--- config.mk ---
export PLATFORM = sky130hd
export DESIGN_NAME = homing_seq
export DESIGN_NICKNAME = d
export VERILOG_FILES = /design/src/input_sync.v /design/src/homing_seq.v
export VERILOG_INCLUDE_DIRS = /design/src /design/src/src
export SDC_FILE = /design/constraint.sdc
export NUM_CORES = 1
export LEC_CHECK = 0
export BUFFER_PORTS_ARGS = -buffer_cell sky130_fd_sc_hd__buf_2
export CAP_MARGIN = 0
export CORE_ASPECT_RATIO = 0.75
export CORE_MARGIN = 2
export CORE_UTILIZATION = 54
export DETAILED_ROUTE_END_ITERATION = 10
export PLACE_DENSITY = 0.77
export SLEW_MARGIN = 15
export SYNTH_ARGS = -nofsm -noshare
export SYNTH_HDL_FRONTEND = slang
export SYNTH_SLANG_ARGS = --single-unit
--- constraint.sdc ---
create_clock -name clk_sys -period 2.8 [get_ports clk_sys]
set_input_delay 0 -clock clk_sys [delete_from_list [all_inputs] [get_ports clk_sys]]
set_output_delay 0 -clock clk_sys [all_outputs]
set_load 0.01 [all_outputs]
--- src/homing_map.vh ---
// Offsets, field positions, reset values and timing counts of the homing block
`ifndef HOMING_MAP_VH
`define HOMING_MAP_VH

// Register byte offsets
`define REG_CTRL            12'h000
`define REG_HOME_SPEED      12'h004
`define REG_CREEP_SPEED     12'h008
`define REG_HOME_METHOD     12'h00C
`define REG_DISP_PARAM      12'h010
`define REG_FEED_MULT       12'h014
`define REG_PT1_ACCDEC      12'h018
`define REG_POS_RANGE_LO    12'h01C
`define REG_POS_RANGE_HI    12'h020
`define REG_STATUS          12'h024
`define REG_CUR_POS         12'h028
`define REG_CMD_POS         12'h02C
`define REG_WARN_CODE       12'h030
`define REG_DISP_CUR        12'h034
`define REG_DISP_CMD        12'h038

// Control register bits
`define CTRL_ABS_SYS        0
`define CTRL_UNIT_DEG       1
`define CTRL_INCR_CMD       2
`define CTRL_WARN_CLR       3

// Homing method field: bit 4 is the homing direction (1 = reverse)
`define METHOD_DIR_BIT      4

// Position display field positions
`define DISP_FRAC_BIT       0
`define DISP_SEL_LSB        4
`define DISP_SEL_MSB        7
`define DISP_SEL_ROLL       4'h1

// Warning codes, tenths of the printed code
`define WARN_NONE           16'h0000
`define WARN_HOME_INCOMP    16'h0384
`define WARN_HOME_NOTDONE   16'h0385

// Reset values
`define RST_HOME_SPEED      32'h0000_01F4
`define RST_CREEP_SPEED     32'h0000_000A
`define RST_POS_RANGE_LO    32'hFFF0_BDC1
`define RST_POS_RANGE_HI    32'h000F_423F

// Stop settle time after a dog pass, ns, and its cycle count
`define STOP_SETTLE_NS      1000
`define CLK_PERIOD_NS       4
`define STOP_SETTLE_CYC     ((`STOP_SETTLE_NS + `CLK_PERIOD_NS - 1) / `CLK_PERIOD_NS)

`endif

--- src/input_sync.v ---
// Two-stage synchroniser bank for pin inputs
`timescale 1ns/1ps
`default_nettype none

module input_sync #(
    parameter WIDTH = 9
) (
    // Clock and reset
    input  wire             clk_sys,
    input  wire             rst,
    // Data
    input  wire [WIDTH-1:0] d_in,
    output wire [WIDTH-1:0] d_out
);

    reg [WIDTH-1:0] meta_ff;
    reg [WIDTH-1:0] sync_ff;

    // ************************************************************
    // Per-bit two-flop chain
    // ************************************************************
    genvar i;
    generate
        for (i = 0; i < WIDTH; i = i + 1)
        begin : g_bit
            // First stage feeds only the second
            always @(posedge clk_sys)
            begin
                if (rst)
                begin
                    meta_ff[i] <= 1'b0;
                    sync_ff[i] <= 1'b0;
                end
                else
                begin
                    meta_ff[i] <= d_in[i];
                    sync_ff[i] <= meta_ff[i];
                end
            end
        end
    endgenerate

    assign d_out = sync_ff;

endmodule

`default_nettype wire

--- src/homing_seq.v ---
// Homing retract, automatic return to home and roll feed display sequencer
`timescale 1ns/1ps
`default_nettype none
`include "homing_map.vh"

module homing_seq #(
    parameter POS_W = 32
) (
    // Clock and reset
    input  wire             clk_sys,
    input  wire             rst,
    // APB slave
    input  wire             psel,
    input  wire             penable,
    input  wire             pwrite,
    input  wire [11:0]      paddr,
    input  wire [31:0]      pwdata,
    output reg  [31:0]      prdata,
    output reg              pready,
    output reg              pslverr,
    // Controller discrete inputs (asynchronous pins)
    input  wire             op_mode_select_1,
    input  wire [4:0]       table_select,
    input  wire             forward_start_input,
    input  wire             reverse_start_input,
    // Sensor pins, active high when asserted
    input  wire             fwd_stroke_limit,
    input  wire             rev_stroke_limit,
    input  wire             proximity_dog,
    // Motion core handshake (same clock)
    input  wire             home_found,
    input  wire             move_done,
    input  wire [POS_W-1:0] cur_pos,
    input  wire [POS_W-1:0] cmd_pos,
    // Motion commands
    output reg              move_en,
    output reg              move_dir_rev,
    output reg  [31:0]      move_speed,
    output reg  [31:0]      move_accdec,
    output reg              move_to_home,
    output reg              frac_clear,
    output reg              homing_active,
    output reg              homing_incomplete_warning,
    output reg              homing_not_done_warning,
    output reg              home_valid
);

    // ************************************************************
    // Pin synchronisation
    // ************************************************************
    wire [8:0] pins_sync;

    input_sync #(
        .WIDTH (9)
    ) u_sync (
        .clk_sys (clk_sys),
        .rst     (rst),
        .d_in    ({op_mode_select_1, table_select, reverse_start_input,
                   fwd_stroke_limit, rev_stroke_limit}),
        .d_out   (pins_sync)
    );

    wire       mode_s  = pins_sync[8];
    wire [4:0] table_s = pins_sync[7:3];
    wire       rst2_s  = pins_sync[2];
    wire       lsp_s   = pins_sync[1];
    wire       lsn_s   = pins_sync[0];

    reg [1:0] st_sync_ff;
    reg [1:0] dog_sync_ff;
    wire      st1_s = st_sync_ff[1];
    wire      dog_s = dog_sync_ff[1];

    // Remaining pins, same two-flop scheme
    always @(posedge clk_sys)
    begin
        if (rst)
        begin
            st_sync_ff  <= 2'h0;
            dog_sync_ff <= 2'h0;
        end
        else
        begin
            st_sync_ff  <= {st_sync_ff[0], forward_start_input};
            dog_sync_ff <= {dog_sync_ff[0], proximity_dog};
        end
    end

    // ************************************************************
    // Registers
    // ************************************************************
    reg [3:0]       ctrl_ff;
    reg [31:0]      home_speed_ff;
    reg [31:0]      creep_speed_ff;
    reg [7:0]       method_ff;
    reg [7:0]       disp_ff;
    reg [1:0]       feed_mult_ff;
    reg [31:0]      accdec_ff;
    reg [31:0]      range_lo_ff;
    reg [31:0]      range_hi_ff;
    reg [POS_W-1:0] disp_base_cur_ff;
    reg [POS_W-1:0] disp_base_cmd_ff;
    reg             rst2_d_ff;
    reg             st1_d_ff;
    reg [15:0]      warn_code_ff;

    wire apb_wr = psel & penable & pwrite & pready;
    wire apb_rd_setup = psel & ~penable & ~pwrite;

    // Homing mode selection: mode select on, all table bits off
    wire homing_mode = mode_s & (table_s == 5'h00);
    wire unit_deg    = ctrl_ff[`CTRL_UNIT_DEG];
    wire dir_rev     = method_ff[`METHOD_DIR_BIT];
    wire roll_on     = (disp_ff[`DISP_SEL_MSB:`DISP_SEL_LSB] == `DISP_SEL_ROLL)
                       & ~unit_deg;
    // Roll feed needs the incremental command system
    wire roll_valid  = roll_on & ctrl_ff[`CTRL_INCR_CMD];
    wire in_range    = ($signed(cur_pos) >= $signed(range_lo_ff)) &
                       ($signed(cur_pos) <= $signed(range_hi_ff));
    wire home_start  = homing_mode & st1_s & ~st1_d_ff;
    wire ret_start   = homing_mode & rst2_s & ~rst2_d_ff;
    wire any_start   = (st1_s & ~st1_d_ff) | (rst2_s & ~rst2_d_ff);

    // ************************************************************
    // Sequencer
    // ************************************************************
    localparam [3:0] S_IDLE    = 4'h0;
    localparam [3:0] S_SEARCH  = 4'h1;
    localparam [3:0] S_CREEP   = 4'h2;
    localparam [3:0] S_OFFDOG  = 4'h3;
    localparam [3:0] S_TO_LIM  = 4'h4;
    localparam [3:0] S_BACK    = 4'h5;
    localparam [3:0] S_PASSED  = 4'h6;
    localparam [3:0] S_SETTLE  = 4'h7;
    localparam [3:0] S_RETURN  = 4'h8;

    reg [3:0]  state_ff;
    reg [3:0]  nxt_state;
    reg [15:0] settle_ff;
    reg        seen_dog_ff;
    // Sized once here so the load below keeps its width
    localparam [15:0] SETTLE_LOAD = `STOP_SETTLE_CYC;

    // Limit in the current travel direction; soft limits never used here
    wire lim_ahead = move_dir_rev ? lsn_s : lsp_s;
    wire lim_far   = move_dir_rev ? lsn_s : lsp_s;

    // Next-state selection
    always @*
    begin
        nxt_state = state_ff;
        case (state_ff)
            S_IDLE:
            begin
                if (home_start)
                begin
                    if (dog_s)
                        nxt_state = S_OFFDOG;
                    else
                        nxt_state = S_SEARCH;
                end
                else if (ret_start && home_valid && in_range)
                    nxt_state = S_RETURN;
            end
            S_SEARCH:
            begin
                if (dog_s)
                    nxt_state = S_CREEP;
                else if (lim_ahead)
                    nxt_state = S_BACK;
            end
            S_CREEP:
            begin
                if (home_found)
                    nxt_state = S_IDLE;
            end
            S_OFFDOG:
            begin
                if (!dog_s)
                    nxt_state = S_SETTLE;
            end
            S_BACK:
            begin
                if (dog_s)
                    nxt_state = S_PASSED;
                else if (lim_far)
                    nxt_state = S_IDLE;
            end
            S_PASSED:
            begin
                if (!dog_s)
                    nxt_state = S_SETTLE;
            end
            S_SETTLE:
            begin
                if (settle_ff == 16'h0000)
                    nxt_state = S_SEARCH;
            end
            S_RETURN:
            begin
                if (move_done)
                    nxt_state = S_IDLE;
            end
            default:
                nxt_state = S_IDLE;
        endcase
    end

    // State, motion outputs and warnings
    always @(posedge clk_sys)
    begin
        if (rst)
        begin
            state_ff                  <= S_IDLE;
            settle_ff                 <= 16'h0000;
            seen_dog_ff               <= 1'b0;
            move_en                   <= 1'b0;
            move_dir_rev              <= 1'b0;
            move_speed                <= 32'h0000_0000;
            move_accdec               <= 32'h0000_0000;
            move_to_home              <= 1'b0;
            frac_clear                <= 1'b0;
            homing_active             <= 1'b0;
            homing_incomplete_warning <= 1'b0;
            homing_not_done_warning   <= 1'b0;
            home_valid                <= 1'b0;
            warn_code_ff              <= `WARN_NONE;
            st1_d_ff                  <= 1'b0;
            rst2_d_ff                 <= 1'b0;
        end
        else
        begin
            state_ff  <= nxt_state;
            st1_d_ff  <= st1_s;
            rst2_d_ff <= rst2_s;
            // Absolute system keeps home established from the cycle after its control bit is set
            if (ctrl_ff[`CTRL_ABS_SYS])
                home_valid <= 1'b1;
            else if (state_ff == S_CREEP && home_found)
                home_valid <= 1'b1;
            // Fraction clear pulse at any operation start
            frac_clear <= any_start & disp_ff[`DISP_FRAC_BIT];
            // Warnings: set beats software clear
            if (state_ff == S_BACK && lim_far && !dog_s)
            begin
                homing_incomplete_warning <= 1'b1;
                warn_code_ff              <= `WARN_HOME_INCOMP;
            end
            else if (state_ff == S_IDLE && ret_start && !home_valid)
            begin
                homing_not_done_warning <= 1'b1;
                warn_code_ff            <= `WARN_HOME_NOTDONE;
            end
            else if (apb_wr && paddr == `REG_CTRL && pwdata[`CTRL_WARN_CLR])
            begin
                homing_incomplete_warning <= 1'b0;
                homing_not_done_warning   <= 1'b0;
                warn_code_ff              <= `WARN_NONE;
            end
            // Settle counter loads on every dog pass
            if (nxt_state == S_SETTLE && state_ff != S_SETTLE)
                settle_ff <= SETTLE_LOAD;
            else if (settle_ff != 16'h0000)
                settle_ff <= settle_ff - 16'h0001;
            if (state_ff == S_SEARCH)
                seen_dog_ff <= 1'b0;
            else if (dog_s)
                seen_dog_ff <= 1'b1;
            // Drive motion per next state
            homing_active <= (nxt_state != S_IDLE) && (nxt_state != S_RETURN);
            move_to_home  <= (nxt_state == S_RETURN);
            move_en <= (nxt_state != S_IDLE) && (nxt_state != S_SETTLE);
            move_accdec <= accdec_ff;
            case (nxt_state)
                S_SEARCH:
                begin
                    move_dir_rev <= dir_rev;
                    move_speed   <= home_speed_ff;
                end
                S_CREEP:
                    move_speed <= creep_speed_ff;
                S_OFFDOG, S_BACK:
                begin
                    move_dir_rev <= ~dir_rev;
                    move_speed   <= home_speed_ff;
                end
                S_RETURN:
                begin
                    move_speed <= home_speed_ff;
                    // Linear units head straight back toward zero
                    if (unit_deg)
                        move_dir_rev <= dir_rev;
                    else
                        move_dir_rev <= ~cur_pos[POS_W-1] & (cur_pos != 0);
                end
                default:
                    move_speed <= move_speed;
            endcase
        end
    end

    // ************************************************************
    // Roll feed display base: display only, motion untouched
    // ************************************************************
    always @(posedge clk_sys)
    begin
        if (rst)
        begin
            disp_base_cur_ff <= {POS_W{1'b0}};
            disp_base_cmd_ff <= {POS_W{1'b0}};
        end
        else if (any_start && roll_valid)
        begin
            disp_base_cur_ff <= cur_pos;
            disp_base_cmd_ff <= cmd_pos;
        end
    end

    wire [POS_W-1:0] disp_cur = roll_valid ? cur_pos - disp_base_cur_ff : cur_pos;
    wire [POS_W-1:0] disp_cmd = roll_valid ? cmd_pos - disp_base_cmd_ff : cmd_pos;

    // ************************************************************
    // APB slave, no wait states, unmapped address answers error
    // ************************************************************
    reg        mapped;
    reg [31:0] rd_mux;

    always @*
    begin
        mapped = 1'b1;
        rd_mux = 32'h0000_0000;
        case (paddr)
            `REG_CTRL:         rd_mux = {28'h0000000, ctrl_ff};
            `REG_HOME_SPEED:   rd_mux = home_speed_ff;
            `REG_CREEP_SPEED:  rd_mux = creep_speed_ff;
            `REG_HOME_METHOD:  rd_mux = {24'h000000, method_ff};
            `REG_DISP_PARAM:   rd_mux = {24'h000000, disp_ff};
            `REG_FEED_MULT:    rd_mux = {30'h00000000, feed_mult_ff};
            `REG_PT1_ACCDEC:   rd_mux = accdec_ff;
            `REG_POS_RANGE_LO: rd_mux = range_lo_ff;
            `REG_POS_RANGE_HI: rd_mux = range_hi_ff;
            `REG_STATUS:       rd_mux = {24'h000000, roll_valid, state_ff,
                                         homing_not_done_warning,
                                         homing_incomplete_warning, home_valid};
            `REG_CUR_POS:      rd_mux = cur_pos[31:0];
            `REG_CMD_POS:      rd_mux = cmd_pos[31:0];
            `REG_WARN_CODE:    rd_mux = {16'h0000, warn_code_ff};
            `REG_DISP_CUR:     rd_mux = disp_cur[31:0];
            `REG_DISP_CMD:     rd_mux = disp_cmd[31:0];
            default:           mapped = 1'b0;
        endcase
    end

    // Ready in the first access cycle; writes land at that edge
    always @(posedge clk_sys)
    begin
        if (rst)
        begin
            pready         <= 1'b0;
            pslverr        <= 1'b0;
            prdata         <= 32'h0000_0000;
            ctrl_ff        <= 4'h0;
            home_speed_ff  <= `RST_HOME_SPEED;
            creep_speed_ff <= `RST_CREEP_SPEED;
            method_ff      <= 8'h00;
            disp_ff        <= 8'h00;
            feed_mult_ff   <= 2'h0;
            accdec_ff      <= 32'h0000_0000;
            range_lo_ff    <= `RST_POS_RANGE_LO;
            range_hi_ff    <= `RST_POS_RANGE_HI;
        end
        else
        begin
            pready  <= psel & ~penable;
            pslverr <= psel & ~penable & ~mapped;
            if (apb_rd_setup)
                prdata <= rd_mux;
            if (apb_wr && mapped)
            begin
                case (paddr)
                    `REG_CTRL:         ctrl_ff        <= {1'b0, pwdata[2:0]};
                    `REG_HOME_SPEED:   home_speed_ff  <= pwdata;
                    `REG_CREEP_SPEED:  creep_speed_ff <= pwdata;
                    `REG_HOME_METHOD:  method_ff      <= pwdata[7:0];
                    `REG_DISP_PARAM:   disp_ff        <= pwdata[7:0];
                    `REG_FEED_MULT:    feed_mult_ff   <= pwdata[1:0];
                    `REG_PT1_ACCDEC:   accdec_ff      <= pwdata;
                    `REG_POS_RANGE_LO: range_lo_ff    <= pwdata;
                    `REG_POS_RANGE_HI: range_hi_ff    <= pwdata;
                    default:           ctrl_ff        <= ctrl_ff;
                endcase
            end
        end
    end

endmodule

`default_nettype wire

Word level (Yosys, flattened, before mapping)
Index checks and enable logic that the tools add are counted.

word-level totals
  register bits after elaboration = 400
  output and inout port bits = 106
  input bits = 126
  logic and storage cells = 194

cells by class
  reduce and logical (&&, ||, !) cells = 47
  add/subtract/negate cells = 3
  bitwise logic cells = 28
  order comparisons = 2
  equal/unequal tests = 32
  muxes and demuxes = 31

operators with widths
  operator                                               number
  case mux 32 bit (15 select lines)                      1
  equality test 12 x 6 -> 1 bit (second input constant)  7
  two-way mux 32 bit                                     2
  case mux 32 bit (2 select lines)                       1
  subtractor 32 bit                                      2
  equality test 12 x 5 -> 1 bit (second input constant)  4
  two-way mux 4 bit                                      10
  >= comparator 32 bit                                   1
  less-or-equal comparator 32 bit                        1
  nonzero test 32 bit                                    1
  two-way mux 10 bit                                     3
  case mux 4 bit (7 select lines)                        1
  equality test 12 x 4 -> 1 bit (second input constant)  2
  AND reduction 2 bit                                    11
  equality test 4 x 3 -> 1 bit (second input constant)   5
  bitwise AND 1 bit                                      18
  equality test 4 x 2 -> 1 bit (second input constant)   4
  logical NOT 16 bit                                     1
  two-way mux 8 bit                                      2
  nonzero test 16 bit                                    1
  subtractor 16 x 1 -> 16 bit (second input constant)    1
  OR reduction 15 bit                                    1
  logical AND 1 bit                                      14
  equality test 12 x 3 -> 1 bit (second input constant)  1
  other kinds (19)                                       48

Longest topological paths before layout
Gate-level depths: netlist of run 1.

  depth after elaboration = 12
  mapped depth = 12
  gate-level depth less buffers = 12

Modules after synthesis
Synthesis of run 1 repeated with hierarchy kept, for this count alone.

unflattened totals
  cells, all modules = 2686
  area, all modules = 21484.4 sq um

modules (own cells, without submodules)
  module      sequential area each (sq um)  instances  cells each  area an instance (sq um)
  homing_seq  7587.3                        1          2649        20995.1
  input_sync  360.3                         1          37          489.2

Worst setup path before layout of run 1
No wires, ideal clock.

  path type = reg2reg
  start = reg disp_base_cmd_ff[0]
  end = reg prdata[26]
  path slack = 113 ps
  arrival = 2564 ps
  setup time = 124 ps
  clock period less this slack = 2687 ps
  path buffers = 0
  data required time = 2676 ps
  cell stages (with the launch flop) = 12
  cell sequence = dfxtp_1 ha_1 fa_1 nor2b_1 o31a_1 o22ai_1 o31ai_1 a21oi_1 o21ai_1 xor2_1 a221oi_1 o21ai_1

between the ends
  word-level cells in the longest chain between the ends = 3

RTL lines
  what                               RTL line          RTL
  start, declared                    homing_seq.v:102  reg [POS_W-1:0] disp_base_cmd_ff;
  start signal, assigned             homing_seq.v:310  disp_base_cmd_ff <= {POS_W{1'b0}};
  start signal, assigned             homing_seq.v:315  disp_base_cmd_ff <= cmd_pos;
  subtractor 32 bit                  homing_seq.v:320  wire [POS_W-1:0] disp_cmd = roll_valid ? cmd_pos - disp_base_cmd_ff : cmd_pos;
  two-way mux 32 bit                 homing_seq.v:320
  case mux 32 bit (15 select lines)  homing_seq.v:332  case (paddr)
  end signal, assigned               homing_seq.v:377  prdata <= rd_mux;
  end, declared                      homing_seq.v:18   output reg [31:0] prdata,

No other way between the ends.
A chain may end at the register's enable or synchronous reset.

Worst setup path in the final report of run 1
  start = reg settle_ff[7]
  end = reg move_speed[13]

between the ends
  word-level cells in the longest chain between the ends = 6
  elaborated cells on any way between the ends = 11
  those cells by class = eq/ne (5); mux (3); reduce/logical (3)

RTL lines
  what                                                                           RTL line          RTL
  start, declared                                                                homing_seq.v:139  reg [15:0] settle_ff;
  start signal, assigned                                                         homing_seq.v:264  settle_ff <= settle_ff - 16'h0001;
  logical NOT 16 bit *                                                           homing_seq.v:196  if (settle_ff == 16'h0000)
  two-way mux 4 bit *                                                            homing_seq.v:196
  case mux 4 bit (7 select lines) *                                              homing_seq.v:152  case (state_ff)
  equality test 4 bit, or another cell as far along                              homing_seq.v:274  case (nxt_state)
  OR reduction 4 bit (no line)                                                   -
  case mux 32 bit (2 select lines) / nonzero test 2 bit (equally long branches)  -
  end signal, assigned                                                           homing_seq.v:278  move_speed <= home_speed_ff;
  end signal, assigned                                                           homing_seq.v:281  move_speed <= creep_speed_ff;
  end signal, assigned                                                           homing_seq.v:285  move_speed <= home_speed_ff;
  end, declared                                                                  homing_seq.v:38   output reg [31:0] move_speed,

Every way passes the cells marked *; elsewhere a longest branch is shown, timed or not.

==> results.toml, run 1 <==
[run_status]
status = "finished, violations left"
violations = "negative setup slack"

[global_route]
globalRoute.totalOverflow = 0
grt_pass1_vias = 21600
grt_max_degree = 202
grt_pass1_wl_um = 129000
antenna_found_initial = 5
grt_use_total_pct = 41.0

[setup_path]
worstPathRequired_ps = 3220
r2r_cells = 11
crit_start = "settle_ff[7]"
r2r_start = "settle_ff[7]"
path_class = "reg -> reg"
crit_end = "move_speed[13]"
slowest_stage = "or4_4"
r2r-end = "move_speed[13]"
start_kind = "flop"
critical_path.cell_chain = "or4_4 -> nor3_4 -> nand4_1 -> a31oi_2 -> nand2_1 -> nor2_4 -> buf_6 -> buf_12 -> mux2_4 -> mux2i_1 -> nor2_1"
crit_fanout = 6
endpoint_kind = "flop"
r2r_slack_ps = -100
arrival_ps = 3310
slowest_delay_ps = 550

[layout]
fin_area_mm2 = 0.0283
area_growth_pct = 31.7
final_cells = 3746
fin_util_pct = 71.9
nets = 3446
drive_gt1_share_pct = 21.6

[clocking]
cts_sinks = 397
clk_latency_ps = 570
numCtsBuffers = 41
cts_buffer_depth = 3
htreeDepth = 2
clk_pin_slew_ps = 60
clockRootBuffer = "clkbuf_16"
cts_tree = "done"

[power]
p_total_mw = 13.9
power.density_mw_per_mm2 = 490
leakagePower_nw = 11.2
ir_worst_vdd_mv = 0.453

[yosys]
synth_seq_cells = 397
synth-async-reset-ratio_pct = 0
avgSynthCellArea_um2 = 7.91
seq_area_frac_synth_pct = 37.0
synthCells = 2714
synth-xor-area-share_pct = 2.04
synth_edf_count = 0
yosysMostFrequentCell = "nand2_1"
synth_top_area_share_pct = 37.0
synthAdderAreaFrac_pct = 7.58
netlist_top_cells_area = "dfxtp_1, nand2_1, ha_1"
yosys_warnings = 0
synthFlopType = "dfxtp_1"
ys_types = 79
synth_compound_area_share_pct = 21.1
synth_top_family_by_area = "simple AND/OR/NAND/NOR gates"
synth-simple-area-share_pct = 21.9
syn-num-nets = 2969
synthMuxAreaShare_pct = 4.74
yosysTopAreaCell = "dfxtp_1"
synthTopCellsByCount = "nand2_1, dfxtp_1, a21oi_1"
syn_area_mm2 = 0.0215

[timing]
period_share_pct = 103
rsz0062_at_grt = "yes"
max_slew_margin_pct = 35.8
fmax_ghz = 0.345
fin_worst_skew_ps = 15.4
setup_viol = 24
tightestPinTransition_ps = 964
finalHoldViolCount = 0
timing.final.ws_setup_ps = -96.5
drv_slew = 0
final.setup.tns_ps = -1110
finalWorstPathRequiredPeriod_ps = 2900
hold_slack_ps = 12.6

[flow_run]
cap_viol_max_count = 0

[route]
wirelength_um = 89200
firstDrtPassIters = 8
ant_nets = 0
dr.first_iter.drc_count = 3478
post_drt_wl_per_cell_um = 23.8
avgViaCountPerCell = 6.30
drc = 0
vias = 23600

[placed_design]
dpl_cell_area_mm2 = 0.0246
dp_slack_ps = -370
placed_cells = 3521
gp_congestion = 1.02
dp_hpwl_um = 63300
portBuffers = 231

[floorplan]
io_pins = 232
coreArea_mm2 = 0.0393
start_util_pct = 54.6
chipWidth_um = 234
num_rows = 63
die_area_mm2 = 0.0414
fp.dieH_um = 177

[worst_hold_path]
hold_path.class = "in -> reg"
==> layout make-up <==
type | instances | area [µm²]
antenna | 3 | 7.51
timing repair buffer | 596 | 4630
inverter | 145 | 544
sequential | 397 | 7970
multi-input combinational | 2010 | 13100
tap | 520 | 651
clock inverter | 14 | 188
fill | 2968 | 11000
clock buffer | 61 | 1240
==> cell usage in the layout, fill, tap and decap left out, types with 19 or more instances in the layout <==
cell	netlist	final
a222oi_1	21	21
mux2_1	32	20
ha_1	127	110
dfxtp_1	397	381
o21a_1	19	19
a21o_1	27	27
a21oi_1	311	299
a211o_1	33	33
nand3_1	41	39
buf_12	0	27
nor2_1	186	183
nand2_1	504	504
buf_4	3	214
dlygate4sd3_1	0	115
clkbuf_16	0	45
nor3_1	47	41
mux2i_1	60	59
nor2b_1	75	72
o21ai_0	71	59
a22oi_1	66	64
xnor2_1	32	31
a221oi_1	33	25
nand4_1	39	39
buf_2	17	230
inv_1	145	143
==> routing by layer <==
| metal | vias up | global-route usage [%] | part of all wire (%) |
|---|---|---|---|
| li1 | 10500 | - | - |
| met1 | 11100 | 60.2 | 42 |
| met2 | 1685 | 57.8 | 40 |
| met3 | 261 | 11.5 | 15 |
| met4 | 0 | 11.9 | 3.5 |
| met5 | - | 0 | 0 |
==> registers in the layout, indices dropped and copies added (netlist names), 16 cells and up <==
register and count:
accdec_ff 32, creep_speed_ff 32, disp_base_cmd_ff 32, disp_base_cur_ff 32, home_speed_ff 32, move_accdec 32, move_speed 32, prdata 32
range_hi_ff 32, range_lo_ff 32, settle_ff 16
==> critical path: cells and delay by family, from the launching register on <==
kind	cells	cell delay (ps)
buffers and inverters	2	310
flip-flops	1	320
AND/OR/NAND/NOR	6	1350
multiplexers	2	490
AO/OA/AOI/OAI	1	250
==> report_power, final <==
group,total [mW],internal [mW],switching (mW),leakage [nW]
combinational,2.13,0.906,1.22,7.33
clock,5.89,3.38,2.51,0.701
sequential,5.84,5.75,0.0884,3.21
==> kinds of logic after synthesis <==
kind of cell,count (synthesis)
XOR/XNOR,50
multiplexers,97
AO/OA/AOI/OAI,704
flip-flops,397
buffers and inverters,308
AND/OR/NAND/NOR,1029
adder cells (fa/ha/maj),129
==> timing repair <==
item | in CTS | in global routing
endpoints found under the hold margin | 287 | 0
gates cloned | 1 | 5
endpoints found under the setup margin | 45 | 60
buffers inserted | 4 | 22
hold buffers | 115 | 0
pin swaps | 18 | 44
gates resized for setup | 26 | 126
==> how the worst min path moves through the flow <==
stage	from	end	slack (ps)	cells past startpoint
after floorplan	pwdata[14]	range_hi_ff[14]	120	1
after global placement	op_mode_select_1	u_sync.meta_ff[8]	210	2
after detailed placement	table_select[1]	u_sync.meta_ff[4]	220	2
after CTS	cur_pos[1]	disp_base_cur_ff[1]	3	5
after global routing	cur_pos[1]	disp_base_cur_ff[1]	30	5
final	cur_pos[1]	disp_base_cur_ff[1]	10	5
Note: power is estimated with default switching activity, not from simulation.
==> inputs of run 2 (changes only) <==
--- a/config.mk
+++ b/config.mk
@@ -6,10 +6,10 @@
 export SDC_FILE = /design/constraint.sdc
 export NUM_CORES = 1
 export LEC_CHECK = 0
+export ABC_AREA = 1
 export BUFFER_PORTS_ARGS = -buffer_cell sky130_fd_sc_hd__buf_2
 export CAP_MARGIN = 0
 export CORE_ASPECT_RATIO = 0.75
-export CORE_MARGIN = 2
 export CORE_UTILIZATION = 54
 export DETAILED_ROUTE_END_ITERATION = 10
 export PLACE_DENSITY = 0.77
==> results.toml, run 2 <==
[run_status]
status = "finished, violations left"
violations = "negative setup slack"

[global_route]
grt_max_degree = 184
globalRoute.totalOverflow = 0
grt_use_total_pct = 45.6
grt_pass1_wl_um = 143000
antenna_found_initial = 3
grt_pass1_vias = 24800

[layout]
fin_area_mm2 = 0.0291
multi_input_area_mm2 = 0.0127
nets = 3877
layout_commonest_cell = "nand2_1"
area_growth_pct = 32.9
fin_util_pct = 73.2
most-common-layout-cells = "nand2_1, inv_1, dfxtp_1"
drive_gt1_share_pct = 22.0
fill_cells = 2911
final_cells = 4174
seq_area_mm2 = 0.00797

[yosys]
seq_area_frac_synth_pct = 36.3
avgSynthCellArea_um2 = 7.02
yosys_warnings = 0
synth_edf_count = 0
synth-async-reset-ratio_pct = 0
synthTopCellsByCount = "nand2_1, inv_1, dfxtp_1"
netlist_top_cells_area = "dfxtp_1, nand2_1, a21oi_1"
ys_types = 55
synth_seq_cells = 397
yosysTopAreaCell = "dfxtp_1"
synth_top_area_share_pct = 36.3
synthCells = 3116
syn_area_mm2 = 0.0219
synthFlopType = "dfxtp_1"
syn-num-nets = 3371
yosysMostFrequentCell = "nand2_1"

[floorplan]
fp.dieH_um = 176
coreArea_mm2 = 0.0397
die_area_mm2 = 0.0413
num_rows = 63
chipWidth_um = 234
start_util_pct = 55.1
io_pins = 232

[setup_path]
worstPathRequired_ps = 3220
crit_family = "simple AND/OR/NAND/NOR gates"
critical_path.cell_chain = "inv_2 -> ha_4 -> nand2_4 -> nor2_4 -> nand2_2 -> nor3b_4 -> nand2_1 -> nand2_1 -> nand2_1 -> nand3_2 -> nand3_4 -> nand2_2 -> nand2_2 -> nand2_4 -> nand2_4 -> nand2_4 -> buf_4 -> buf_12 -> nand4_1 -> nand2_1 -> a21oi_4"
arrival_ps = 3710
path_buf_inv = 3
path_class = "reg -> reg"
slowest_delay_ps = 340
endpoint_kind = "flop"
start_kind = "flop"
slowest_stage = "dfxtp_2"
crit_fanout = 16

[timing]
period_share_pct = 118
finalWorstPathRequiredPeriod_ps = 3290
timing.final.ws_setup_ps = -493
fin_worst_skew_ps = 35.4
fmax_ghz = 0.304
tightestPinTransition_ps = 1070
drv_slew = 0
rsz0062_at_grt = "yes"
max_slew_margin_pct = 26.8
final.setup.tns_ps = -9290
finalHoldViolCount = 0
setup_viol = 35

[clocking]
htreeDepth = 2
clk_latency_ps = 590
numCtsBuffers = 41
clockRootBuffer = "clkbuf_16"
cts_tree = "done"
cts_buffer_depth = 3
clk_pin_slew_ps = 70
cts_sinks = 397

[power]
power.density_mw_per_mm2 = 518
ir_worst_vdd_mv = 0.580
leakagePower_nw = 12.8

[placed_design]
dpl_cell_area_mm2 = 0.0252
placed_cells = 3959
portBuffers = 231
dp_slack_ps = -398
gp_congestion = 1.04
dp_hpwl_um = 70100

[flow_run]
cap_viol_max_count = 0

[route]
post_drt_wl_per_cell_um = 24.2
vias = 26300
wirelength_um = 101000
firstDrtPassIters = 9
ant_nets = 0
avgViaCountPerCell = 6.30
drc = 0
dr.first_iter.drc_count = 3771

[worst_hold_path]
hold_path.class = "in -> reg"
-- run 2: cell types whose count changed after synthesis, moves of 48 or more --
cell	before	now
nor2b_1	75	0
a21oi_1	311	371
o211ai_1	10	60
o22ai_1	5	59
a22oi_1	66	2
inv_1	145	433
mux2i_1	60	0
nand3_1	41	89
nor2_1	186	278
o21ai_0	71	287
-- run 2: kinds of logic after synthesis --
| group | Yosys count | share of synthesized area [%] |
|---|---|---|
| simple gates | 1040 | 20.1 |
| compound gates | 921 | 24.0 |
| buf+inv | 586 | 10.3 |
| flops | 397 | 36.3 |
| fa+ha+maj | 129 | 7.45 |
| xor+xnor | 42 | 1.68 |
| mux | 1 | 0.0515 |
-- run 2: final cells by class --
class	count	area share, %
Clock inverter	22	0.844
Antenna cell	1	0.00861
Clock buffer	52	3.92
Tap cell	520	2.24
Multi-Input combinational cell	2133	43.8
Sequential cell	397	27.4
Timing Repair Buffer	604	16.0
Inverter	445	5.76
-- run 2: path summary, 6_finish.rpt --
kind                           from                   end  slack, ps  cells past startpoint
setup / recovery    range_lo_ff[31]         move_speed[9]       -490                     21
hold / removal          cur_pos[31]  disp_base_cur_ff[31]         50                      4
setup reg to reg    range_lo_ff[31]         move_speed[9]       -490                     21
hold reg to reg   u_sync.meta_ff[1]       u_sync.d_out[1]        420                      2
-- run 2: stage by stage --
step | hold slack (ps) | total power [mW]
finish | 51.0 | 15.0
global route | 83.4 | 15.4
CTS | 26.1 | 14.5
detailed placement | 215 | 8.54
global placement | 200 | 8.44
floorplan | 107 | 7.57
-- run 2: worst reg2reg max path: stages, from the launching register on --
cell	delay [ps]
dfxtp_2	340
inv_2	60
ha_4	290
nand2_4	70
nor2_4	120
nand2_2	90
nor3b_4	310
nand2_1	140
nand2_1	90
nand2_1	70
nand3_2	90
nand3_4	120
nand2_2	90
nand2_2	70
nand2_4	90
nand2_4	70
nand2_4	130
buf_4	170
buf_12	180
nand4_1	120
nand2_1	330
a21oi_4	100
-- run 2: per-layer routing --
metal / track usage (%) / part of all wire, % / up-vias
met1: 58.7 / 37 / 12000
met4: 27.7 / 7.8 / 4
met3: 8.35 / 13 / 566
met2: 70.9 / 42 / 2128
met5: 0 / 0.025 / -
li1: - / - / 11600
-- run 2: report_power, final --
part	internal, mW	switching (mW)	leakage [nW]	total [mW]
Clock	3.20	2.57	0.678	5.77
Sequential	5.87	0.193	3.21	6.06
Combinational	1.27	1.95	8.89	3.22
-- run 2: timing repair --
item | CTS | global route
setup buffers | 13 | 12
hold buffers | 111 | 0
gates cloned | 2 | 4
endpoints found under the hold margin | 269 | 0
pin swaps | 22 | 59
resized for setup | 69 | 191
setup endpoints to repair | 47 | 59
